--- src/sample_queue_consts.svh ---
// Purpose: named constants for the sample queue
// Assumes: included by bare name from the package and the queue module
// Notes:   definitions only
`ifndef SAMPLE_QUEUE_CONSTS_SVH
`define SAMPLE_QUEUE_CONSTS_SVH

// geometry of the queue
`define SQ_DEPTH        32
`define SQ_PTR_W        5
`define SQ_CNT_W        6
`define SQ_DATA_W       24
`define SQ_SIG_W        22
`define SQ_PAD_W        2

// reset values and fixed patterns
`define SQ_MODE_RESET   2'h0
`define SQ_THR_RESET    5'h00
`define SQ_THR_OFF      5'h00
`define SQ_PAD_ZERO     2'h0
`define SQ_PTR_ZERO     6'h00
`define SQ_DATA_ZERO    24'h00_0000
`define SQ_CNT_ONE      6'h01
`define SQ_CNT_FULL     6'h20

// policy select encodings
`define SQ_MODE_OFF     2'h0
`define SQ_MODE_FULL    2'h1

`endif

--- src/sample_queue_pkg.sv ---
// Purpose: types and shared decoding for the sample queue
// Assumes: constants come from sample_queue_consts.svh
// Notes:   used only through package-qualified names
`include "sample_queue_consts.svh"

package sample_queue_pkg;

  // overflow policy of the queue
  typedef enum logic [1:0] {
    policy_off,
    policy_full,
    policy_update
  } queue_policy_type;

  // two-bit select to policy; both upper codes mean update
  function automatic queue_policy_type decode_policy(input logic [1:0] sel);
    queue_policy_type pol;
    pol = policy_update;
    if (sel == `SQ_MODE_OFF)
      pol = policy_off;
    else if (sel == `SQ_MODE_FULL)
      pol = policy_full;
    return pol;
  endfunction : decode_policy

endpackage : sample_queue_pkg

--- src/sample_queue_with_threshold.sv ---
// Purpose: 32-entry temperature/pressure sample queue with level interrupt
// Assumes: one clock, inputs synchronous to ref_clk_i, result strobes one cycle
// Notes:   control word is written through plain ports, no register bus
//
// Notes on behaviour
// policy select: 00 off, 01 full, 1x update
// policy select resets to zero, queue disabled
// queue holds at most 32 sample pairs
// entries leave strictly in arrival order
// filter off: 22 bits plus two zero LSBs
// filter on: full 24-bit result stored
// enabled diagnostics replace the compensated result
// disabled queue holds both pointers at zero
// disabled queue: no error code insertion
// full mode drops results when queue full
// update mode overwrites oldest, read pointer advances
// five-bit threshold, zero disables level interrupt
// interrupt when stored count reaches threshold
// pressure paired with most recent temperature
// each read removes one entry; no empty reads
// count is write minus read pointer
`timescale 1ns/1ns
`include "sample_queue_consts.svh"

module sample_queue_with_threshold (
  input  wire logic                    ref_clk_i,          // device clock, 250 MHz
  input  wire logic                    rst_n_i,            // async reset, active low
  // operating control word write port
  input  wire logic                    ctrl_wr_i,          // one-cycle write strobe
  input  wire logic [1:0]              ctrl_mode_i,        // policy select to store
  input  wire logic [`SQ_PTR_W-1:0]    ctrl_threshold_i,   // level threshold to store
  // configuration from the rest of the device
  input  wire logic                    iir_enable_i,       // iir filter switched on
  input  wire logic                    diag_enable_i,      // diagnostics selected in mask
  input  wire logic [`SQ_DATA_W-1:0]   diag_temp_i,        // diagnostic word, temp slot
  input  wire logic [`SQ_DATA_W-1:0]   diag_pres_i,        // diagnostic word, pres slot
  // results from the compensation path
  input  wire logic                    temp_valid_i,       // new temperature result
  input  wire logic [`SQ_DATA_W-1:0]   temp_data_i,        // compensated temperature
  input  wire logic                    pres_valid_i,       // new pressure result
  input  wire logic [`SQ_DATA_W-1:0]   pres_data_i,        // compensated pressure
  // host read side
  input  wire logic                    rd_req_i,           // one-cycle read request
  output logic                         rd_valid_o,         // one-cycle read answer
  output logic [`SQ_DATA_W-1:0]        rd_temp_o,          // temperature of read entry
  output logic [`SQ_DATA_W-1:0]        rd_pres_o,          // pressure of read entry
  // status
  output logic [1:0]                   operating_mode_o,   // stored policy select
  output logic [`SQ_PTR_W-1:0]         queue_level_threshold_o, // stored threshold
  output logic [`SQ_PTR_W-1:0]         queue_read_pointer_o,    // read pointer
  output logic [`SQ_PTR_W-1:0]         queue_write_pointer_o,   // write pointer
  output logic [`SQ_CNT_W-1:0]         level_o,            // entries stored, 0..32
  output logic                         empty_o,            // no entry stored
  output logic                         full_o,             // all 32 entries stored
  output logic                         err_insert_en_o,    // error codes allowed in reads
  output logic                         level_irq_o         // one-cycle level interrupt
);

  // operating control word fields
  logic [1:0]              operating_control_word;   // policy select field
  logic [`SQ_PTR_W-1:0]    queue_level_threshold;    // threshold field

  // pointers carry one extra wrap bit so full and empty differ
  logic [`SQ_CNT_W-1:0]    wr_ptr;                   // write pointer with wrap bit
  logic [`SQ_CNT_W-1:0]    rd_ptr;                   // read pointer with wrap bit
  logic [`SQ_CNT_W-1:0]    next_wr_ptr;              // write pointer after this edge
  logic [`SQ_CNT_W-1:0]    next_rd_ptr;              // read pointer after this edge

  // storage, one temperature and one pressure word per entry
  logic [`SQ_DATA_W-1:0]   temp_mem [`SQ_DEPTH];     // temperature half of entries
  logic [`SQ_DATA_W-1:0]   pres_mem [`SQ_DEPTH];     // pressure half of entries

  // latest temperature, repeated while no new one arrives
  logic [`SQ_DATA_W-1:0]   last_temp;                // most recent formatted temp

  // read answer and interrupt registers
  logic                    rd_valid;                 // answer strobe
  logic [`SQ_DATA_W-1:0]   rd_temp;                  // answer temperature
  logic [`SQ_DATA_W-1:0]   rd_pres;                  // answer pressure
  logic                    level_irq;                // interrupt pulse

  // decoded control
  sample_queue_pkg::queue_policy_type policy;        // current overflow policy
  logic                    enabled;                  // queue not off
  sample_queue_pkg::queue_policy_type mode_in_pol;   // policy being written now
  logic                    next_enabled;             // queue not off after this edge
  logic                    is_update;                // update policy active

  // status decode
  logic [`SQ_CNT_W-1:0]    count;                    // entries stored now
  logic [`SQ_CNT_W-1:0]    next_count;               // entries after this edge
  logic                    is_full;                  // all entries occupied
  logic                    is_empty;                 // nothing stored

  // write path decode
  logic [`SQ_DATA_W-1:0]   fmt_temp;                 // incoming temp, formatted
  logic [`SQ_DATA_W-1:0]   fmt_pres;                 // incoming pres, formatted
  logic [`SQ_DATA_W-1:0]   pair_temp;                // temp stored with this pres
  logic [`SQ_DATA_W-1:0]   store_temp;               // temp half, diag substituted
  logic [`SQ_DATA_W-1:0]   store_pres;               // pres half, diag substituted
  logic                    do_write;                 // entry written this edge
  logic                    do_read;                  // entry removed by host
  logic                    overwrite;                // oldest entry pushed out
  logic [`SQ_PTR_W-1:0]    wr_idx;                   // storage index for write
  logic [`SQ_PTR_W-1:0]    rd_idx;                   // storage index for read
  logic                    thr_on;                   // threshold not zero
  logic                    hit_thr;                  // count lands on threshold

  // policy decode, upper codes share update behaviour
  assign policy    = sample_queue_pkg::decode_policy(operating_control_word);
  assign enabled   = (policy != sample_queue_pkg::policy_off);
  assign is_update = (policy == sample_queue_pkg::policy_update);
  // a control write acts on the pointers at the same edge that stores it,
  // so the stored mode never shows off while a pointer is still non-zero
  assign mode_in_pol  = sample_queue_pkg::decode_policy(ctrl_mode_i);
  assign next_enabled = ctrl_wr_i ? (mode_in_pol != sample_queue_pkg::policy_off) :
                        enabled;

  // count is the pointer difference; the wrap bit keeps 32 apart from 0
  assign count    = wr_ptr - rd_ptr;
  assign is_full  = (count == `SQ_CNT_FULL);
  assign is_empty = (count == `SQ_PTR_ZERO);

  // filter off keeps the 22 significant bits and pads two zeros
  function automatic logic [`SQ_DATA_W-1:0] format_result(
    input logic                  filt_on,
    input logic [`SQ_DATA_W-1:0] raw
  );
    logic [`SQ_DATA_W-1:0] res;
    res = raw;
    if (!filt_on)
      res = {raw[`SQ_DATA_W-1:`SQ_PAD_W], `SQ_PAD_ZERO};
    return res;
  endfunction : format_result

  assign fmt_temp = format_result(iir_enable_i, temp_data_i);
  assign fmt_pres = format_result(iir_enable_i, pres_data_i);

  // a temperature in the same cycle as the pressure is the newest one
  assign pair_temp  = temp_valid_i ? fmt_temp : last_temp;

  // diagnostics take the place of the compensated words
  assign store_temp = diag_enable_i ? diag_temp_i : pair_temp;
  assign store_pres = diag_enable_i ? diag_pres_i : fmt_pres;

  // reads only while something is stored; an empty read is ignored
  assign do_read   = enabled && rd_req_i && !is_empty;
  // full mode drops when full, unless a read frees a slot in the same edge
  assign do_write  = enabled && pres_valid_i &&
                     (!is_full || is_update || do_read);
  // update mode on a full queue pushes the oldest entry out
  assign overwrite = do_write && is_full && is_update && !do_read;

  assign wr_idx = wr_ptr[`SQ_PTR_W-1:0];
  assign rd_idx = rd_ptr[`SQ_PTR_W-1:0];

  // pointer steps; both forced to zero while the queue is, or is being set, off
  assign next_wr_ptr = !next_enabled ? `SQ_PTR_ZERO :
                       do_write ? wr_ptr + `SQ_CNT_ONE : wr_ptr;
  assign next_rd_ptr = !next_enabled ? `SQ_PTR_ZERO :
                       (do_read || overwrite) ? rd_ptr + `SQ_CNT_ONE :
                       rd_ptr;
  assign next_count  = next_wr_ptr - next_rd_ptr;

  // interrupt only on the write that brings the count onto the threshold
  assign thr_on  = (queue_level_threshold != `SQ_THR_OFF);
  assign hit_thr = thr_on && do_write &&
                   (next_count == {1'b0, queue_level_threshold}) &&
                   (count != {1'b0, queue_level_threshold});

  // control word; starts with the queue off
  always_ff @(posedge ref_clk_i or negedge rst_n_i)
  begin
    if (!rst_n_i)
    begin
      operating_control_word <= `SQ_MODE_RESET;
      queue_level_threshold  <= `SQ_THR_RESET;
    end
    else if (ctrl_wr_i)
    begin
      operating_control_word <= ctrl_mode_i;
      queue_level_threshold  <= ctrl_threshold_i;
    end
  end

  // pointer registers
  always_ff @(posedge ref_clk_i or negedge rst_n_i)
  begin
    if (!rst_n_i)
    begin
      wr_ptr <= `SQ_PTR_ZERO;
      rd_ptr <= `SQ_PTR_ZERO;
    end
    else
    begin
      wr_ptr <= next_wr_ptr;
      rd_ptr <= next_rd_ptr;
    end
  end

  // latest temperature is kept even while the queue is off
  always_ff @(posedge ref_clk_i or negedge rst_n_i)
  begin
    if (!rst_n_i)
      last_temp <= `SQ_DATA_ZERO;
    else if (temp_valid_i)
      last_temp <= fmt_temp;
  end

  // storage entries; no reset needed on data, but reset keeps reads defined
  genvar e;
  generate
    for (e = 0; e < `SQ_DEPTH; e++)
    begin : g_entry
      logic hit;                                                        // this entry written
      assign hit = do_write && (wr_idx == `SQ_PTR_W'(e));
      always_ff @(posedge ref_clk_i or negedge rst_n_i)
      begin
        if (!rst_n_i)
        begin
          temp_mem[e] <= `SQ_DATA_ZERO;
          pres_mem[e] <= `SQ_DATA_ZERO;
        end
        else if (hit)
        begin
          temp_mem[e] <= store_temp;
          pres_mem[e] <= store_pres;
        end
      end
    end
  endgenerate

  // read answer: oldest entry, registered, one cycle after the request
  always_ff @(posedge ref_clk_i or negedge rst_n_i)
  begin
    if (!rst_n_i)
    begin
      rd_valid <= 1'b0;
      rd_temp  <= `SQ_DATA_ZERO;
      rd_pres  <= `SQ_DATA_ZERO;
    end
    else
    begin
      rd_valid <= do_read;
      if (do_read)
      begin
        rd_temp <= temp_mem[rd_idx];
        rd_pres <= pres_mem[rd_idx];
      end
    end
  end

  // interrupt pulse lines up with the count that reached the threshold
  always_ff @(posedge ref_clk_i or negedge rst_n_i)
  begin
    if (!rst_n_i)
      level_irq <= 1'b0;
    else
      level_irq <= hit_thr;
  end

  // outputs
  assign rd_valid_o              = rd_valid;
  assign rd_temp_o               = rd_temp;
  assign rd_pres_o               = rd_pres;
  assign operating_mode_o        = operating_control_word;
  assign queue_level_threshold_o = queue_level_threshold;
  assign queue_read_pointer_o    = rd_idx;
  assign queue_write_pointer_o   = wr_idx;
  assign level_o                 = count;
  assign empty_o                 = is_empty;
  assign full_o                  = is_full;
  // error codes on result reads only while the queue is in use
  assign err_insert_en_o         = enabled;
  assign level_irq_o             = level_irq;

endmodule : sample_queue_with_threshold

--- config.mk ---
export PLATFORM = sky130hd
export DESIGN_NAME = sample_queue_with_threshold
export DESIGN_NICKNAME = d
export VERILOG_FILES = /design/src/sample_queue_pkg.sv /design/src/sample_queue_with_threshold.sv
export VERILOG_INCLUDE_DIRS = /design/src
export SDC_FILE = /design/constraint.sdc
export NUM_CORES = 2
export LEC_CHECK = 0
export CAP_MARGIN = 15
export CORE_UTILIZATION = 45
export CTS_CLUSTER_DIAMETER = 30
export DETAILED_ROUTE_END_ITERATION = 12
export DONT_BUFFER_PORTS = 1
export GPL_ROUTABILITY_DRIVEN = 0
export PLACE_DENSITY = 0.6
export SLEW_MARGIN = 20
export SYNTH_ARGS = -nofsm -noshare
export SYNTH_HDL_FRONTEND = slang
export SYNTH_SLANG_ARGS = --single-unit
--- constraint.sdc ---
create_clock -name ref_clk_i -period 12.8 [get_ports ref_clk_i]
set_input_delay 3.2 -clock ref_clk_i [delete_from_list [all_inputs] [get_ports ref_clk_i]]
set_output_delay 3.2 -clock ref_clk_i [all_outputs]
set_load 0.02 [all_outputs]
==> out/results.txt <==
Yosys mapped a number of flops with a built-in enable equal to 0. By instance count, the leading cell after synthesis is sky130_fd_sc_hd__nand2_1. In this run switching power makes up 27.94% of total power. 187 I/O pins were placed. The highest net fanout along the worst path is 42. The design internal power is 14.27 mW. Mux contribution to synthesized area: 12.51%. Setup violations remaining at the end of the flow were counted as 0. The floorplan step set the die width to 401.6 µm.

The post-route netlist has 15.71% of its cells at a drive strength greater than 1. Per report_power, the clock group accounts for 51.3% of the total. The clock root buffer master is sky130_fd_sc_hd__clkbuf_16.

The routed design has 213700 µm of wire. For the post-CTS setup-driven buffer insertion count, the log shows 0. The most used flip-flop cell after synthesis is sky130_fd_sc_hd__dfrtp_1. STA puts the critical path data arrival time at 4110 ps. The final clock period utilization by the worst path came out at 57.08%. The commonest cells after synthesis are sky130_fd_sc_hd__nand2_1, sky130_fd_sc_hd__dfrtp_1, sky130_fd_sc_hd__o21ai_0.

Across the VDD grid, the largest voltage drop is 160.5 µV. The final count of pins violating max slew is 0. After synthesis, the mean cell area works out to 10.49 µm². The slowest stage of the critical path belongs to the cell sky130_fd_sc_hd__dfrtp_4. The logs give 0 for the warning count from the yosys run and 26.68% for the global routing usage summed across all routing layers.

The cell that appears most often on the critical path is sky130_fd_sc_hd__nor3_1. For the pin with the worst max-slew slack, the measured transition is 1149 ps. The summed instance area of the synthesized netlist came out at 71840 µm². In this run the power spent charging and discharging nets is 5.534 mW. Across all layers, the routed design uses 51770 vias. The pin count of the biggest net entering global routing came out at 229. The run finished with clean final reports.

For the final-report hold violation count, the log shows 0. In the synthesized netlist the async set-or-reset flop fraction comes to 100.0%. The area fraction in compound gates after synthesis was 15.16%; the initial detailed-routing violation count was 4001. For the top achievable clock speed, the log shows 0.1369 GHz. The tools report the initial antenna violation count as 1. The synthesis-to-finish area growth was 20.54%.

The parity-gate share of the synthesized area counting xor and xnor cells works out to 0.2891%. The worst setup path is captured at an output pin. The starting utilization of the core area was 45.36%. For this design the ratio of total power to cell area is 228.7 nW/µm². The die covers 161300 µm². The kind of cell adding the most delay to the critical path is flip-flops. The run gives 0 as the total overflow reported by the global router. After floorplanning, the core was sized to cover 158400 µm². Buffers placed on the I/O ports in this run total 0. Across all register-to-register paths, the minimum setup slack is 6720 ps.

Total half-perimeter wirelength after legalization and detailed placement: 109400 µm. The routed length on met1 came out at 93110 µm. The critical path buffer and inverter count was 1. The setup path with the least slack is of type reg -> out.

Clock-pin slew was measured on the worst setup and hold paths at 50 ps. In this run the static leakage power is 37.84 nW. Synthesis handed over a netlist of 6849 instances. The count of H-tree levels built during CTS was 5.

TritonCTS created 387 clock buffers. The later pin in the worst-skew pair is clocked with a latency of 930 ps. The synthesized design devotes to its leading area cell type 56.74% of total area. TritonCTS built the clock tree. The global-route wire length before repair was 327700 µm. Measured along the y axis, the die boundary spans 401.6 µm.

Adding up every negative setup slack in the final design gives 0 ps. The routed design could run at a clock period as short as 7306 ps. The register bit count reported by yosys was 1629; the post-detailed-route wirelength per cell was 23.61 µm. The number of global-route vias before repair came out at 51930. The logs give 67.41 ps for the clock skew after layout and 16.4% for the combinational cell fraction of total power.

Highest signal layer in the routed design: met4. The synthesized net count is 6979. Sorting the synthesized cells by area gives the leading types as sky130_fd_sc_hd__dfrtp_1, sky130_fd_sc_hd__o21ai_0, sky130_fd_sc_hd__nand2_1, sky130_fd_sc_hd__mux4_2, sky130_fd_sc_hd__mux2i_1. The routed design uses 102700 µm of met2 wire.

For the required arrival time at the worst endpoint, the log shows 9600 ps. The CTS sink count came out at 1629. The clock passes through at most 4 buffers. Setup repair after global routing left no endpoint under its margin. The sequential element share of the synthesized area was 56.74%; the hold slack was 468.9 ps. After Yosys synthesis, full adders, half adders and majority gates account for 0.3518% of the synthesized area. Hold repair after CTS inserted 0 buffers.

After synthesis, the largest family of logic cells by area is compound AO/OA/AOI/OAI gates. The cell taking the most area after synthesis is sky130_fd_sc_hd__dfrtp_1. The tool flagged a number of max-cap violations equal to 0. Kind of start point of the critical path: a flip-flop. The worst hold path belongs to the class reg -> reg. Once the clock tree was built, the resizer swapped 0 gates to a different size.

The fraction of power consumed by sequential logic was 32.4%. Of the total synthesized cell area, the portion taken by AND, OR, NAND and NOR gates is 10.49%. For this run, the detailed router's first-pass iteration total came to 6. The average vias per placed instance was 5.717. The number of nets with antenna violations after routing came out at 0.

The run gives 54 as the number of different library cells in the post-synthesis netlist. After floorplanning, the core was divided into 146 placement rows. On the worst path, the slowest cell contributes a delay of 1030 ps.

The critical path goes through ha_1, inv_1, fa_1, xor2_1, nor3_1, o221ai_1, nor3_1. In this run the tightest slew margin relative to its limit is 23.38%. Detailed routing placed a total of 11500 µm of wire on met3. The net count reported at finish is 6808, and the detailed-route DRC error count is 0.
==> final timing paths <==
kind / start / to / cells after the start
max: rd_ptr[0] / empty_o / 7
min: temp_mem[100] / temp_mem[100] / 2
max reg2reg: rd_ptr[0] / rd_temp_o[2] / 9
min reg2reg: temp_mem[100] / temp_mem[100] / 2
max in group asynchronous: rst_n_i / temp_mem[443] / 6
min in group asynchronous: rst_n_i / rd_pres_o[11] / 0
==> cells by family (layout without fill, tap and decap cells) <==
logic type / Yosys count / after routing
compound gates: 1947 / 1947
simple gates: 1879 / 1879
flops: 1629 / 1629
buf+inv: 699 / 831
mux: 654 / 654
xor+xnor: 22 / 22
fa+ha+maj: 19 / 19
other cells: 0 / 1
==> cell type report <==
type                            instances  area, µm²
Multi-Input combinational cell       4521      28340
Fill cell                           13510      71780
Tap cell                             2072       2592
Antenna cell                            1      2.502
Timing Repair Buffer                  121       1201
Inverter                               18      75.07
Clock buffer                          502      10930
Clock inverter                        190       2678
Sequential cell                      1629      40780
==> layer usage <==
metal | vias to the layer above | global-route usage (%)
met3 | 385 | 4.437
met2 | 1492 | 43.29
met1 | 26030 | 36.24
met5 | - | 0
met4 | 0 | 9.444
li1 | 23860 | -
==> tightest hold or removal path: cells and delay by family, from the launching register on <==
kind               cells  cell delay (ps)
DFF                    1              330
AOI/OAI and AO/OA      1               60
and+or+nand+nor        1               40
==> cells in the final DEF (no fill, tap or decap), drive strengths merged, types with 35 or more instances in the layout <==
cell         n
clkinvlp    35
o22ai       48
clkinv      81
nand2     1689
mux2i      432
o211ai      49
o21ai     1588
clkbuf     502
mux4       192
o221ai     241
nand3      120
buf        121
bufinv      58
dfrtp     1629
==> power by group through the flow <==
stage	Clock (mW)	Sequential, mW	Combinational, mW
finish	10.2	6.41	3.25
floorplan	0	6.28	2.45
global placement	0	6.45	3.20
CTS	10.3	6.41	3.26
detailed placement	0	6.48	3.25
global route	10.6	6.49	3.56
==> registers in the layout (all words and copies together), names as in the netlist, 2 cells and up <==
register	cells
pres_mem	768
queue_level_threshold_o	5
operating_mode_o	2
temp_mem	768
rd_ptr	6
rd_pres_o	24
last_temp	24
wr_ptr	6
rd_temp_o	24
==> stage by stage <==
step                cells  setup WS, ps  cell area, µm²  power (mW)  util [%]
finish               9054          5494           86600       19.81     54.68
global route         9053          5312           86600       20.61     54.68
CTS                  9049          5442           86490       19.94     54.61
detailed placement   8357          6242           72880       9.732     46.02
global placement     8354          6399           72800       9.647     45.97
floorplan            6849          7033           71840       8.725         -
(Power assumes the default switching activity.)
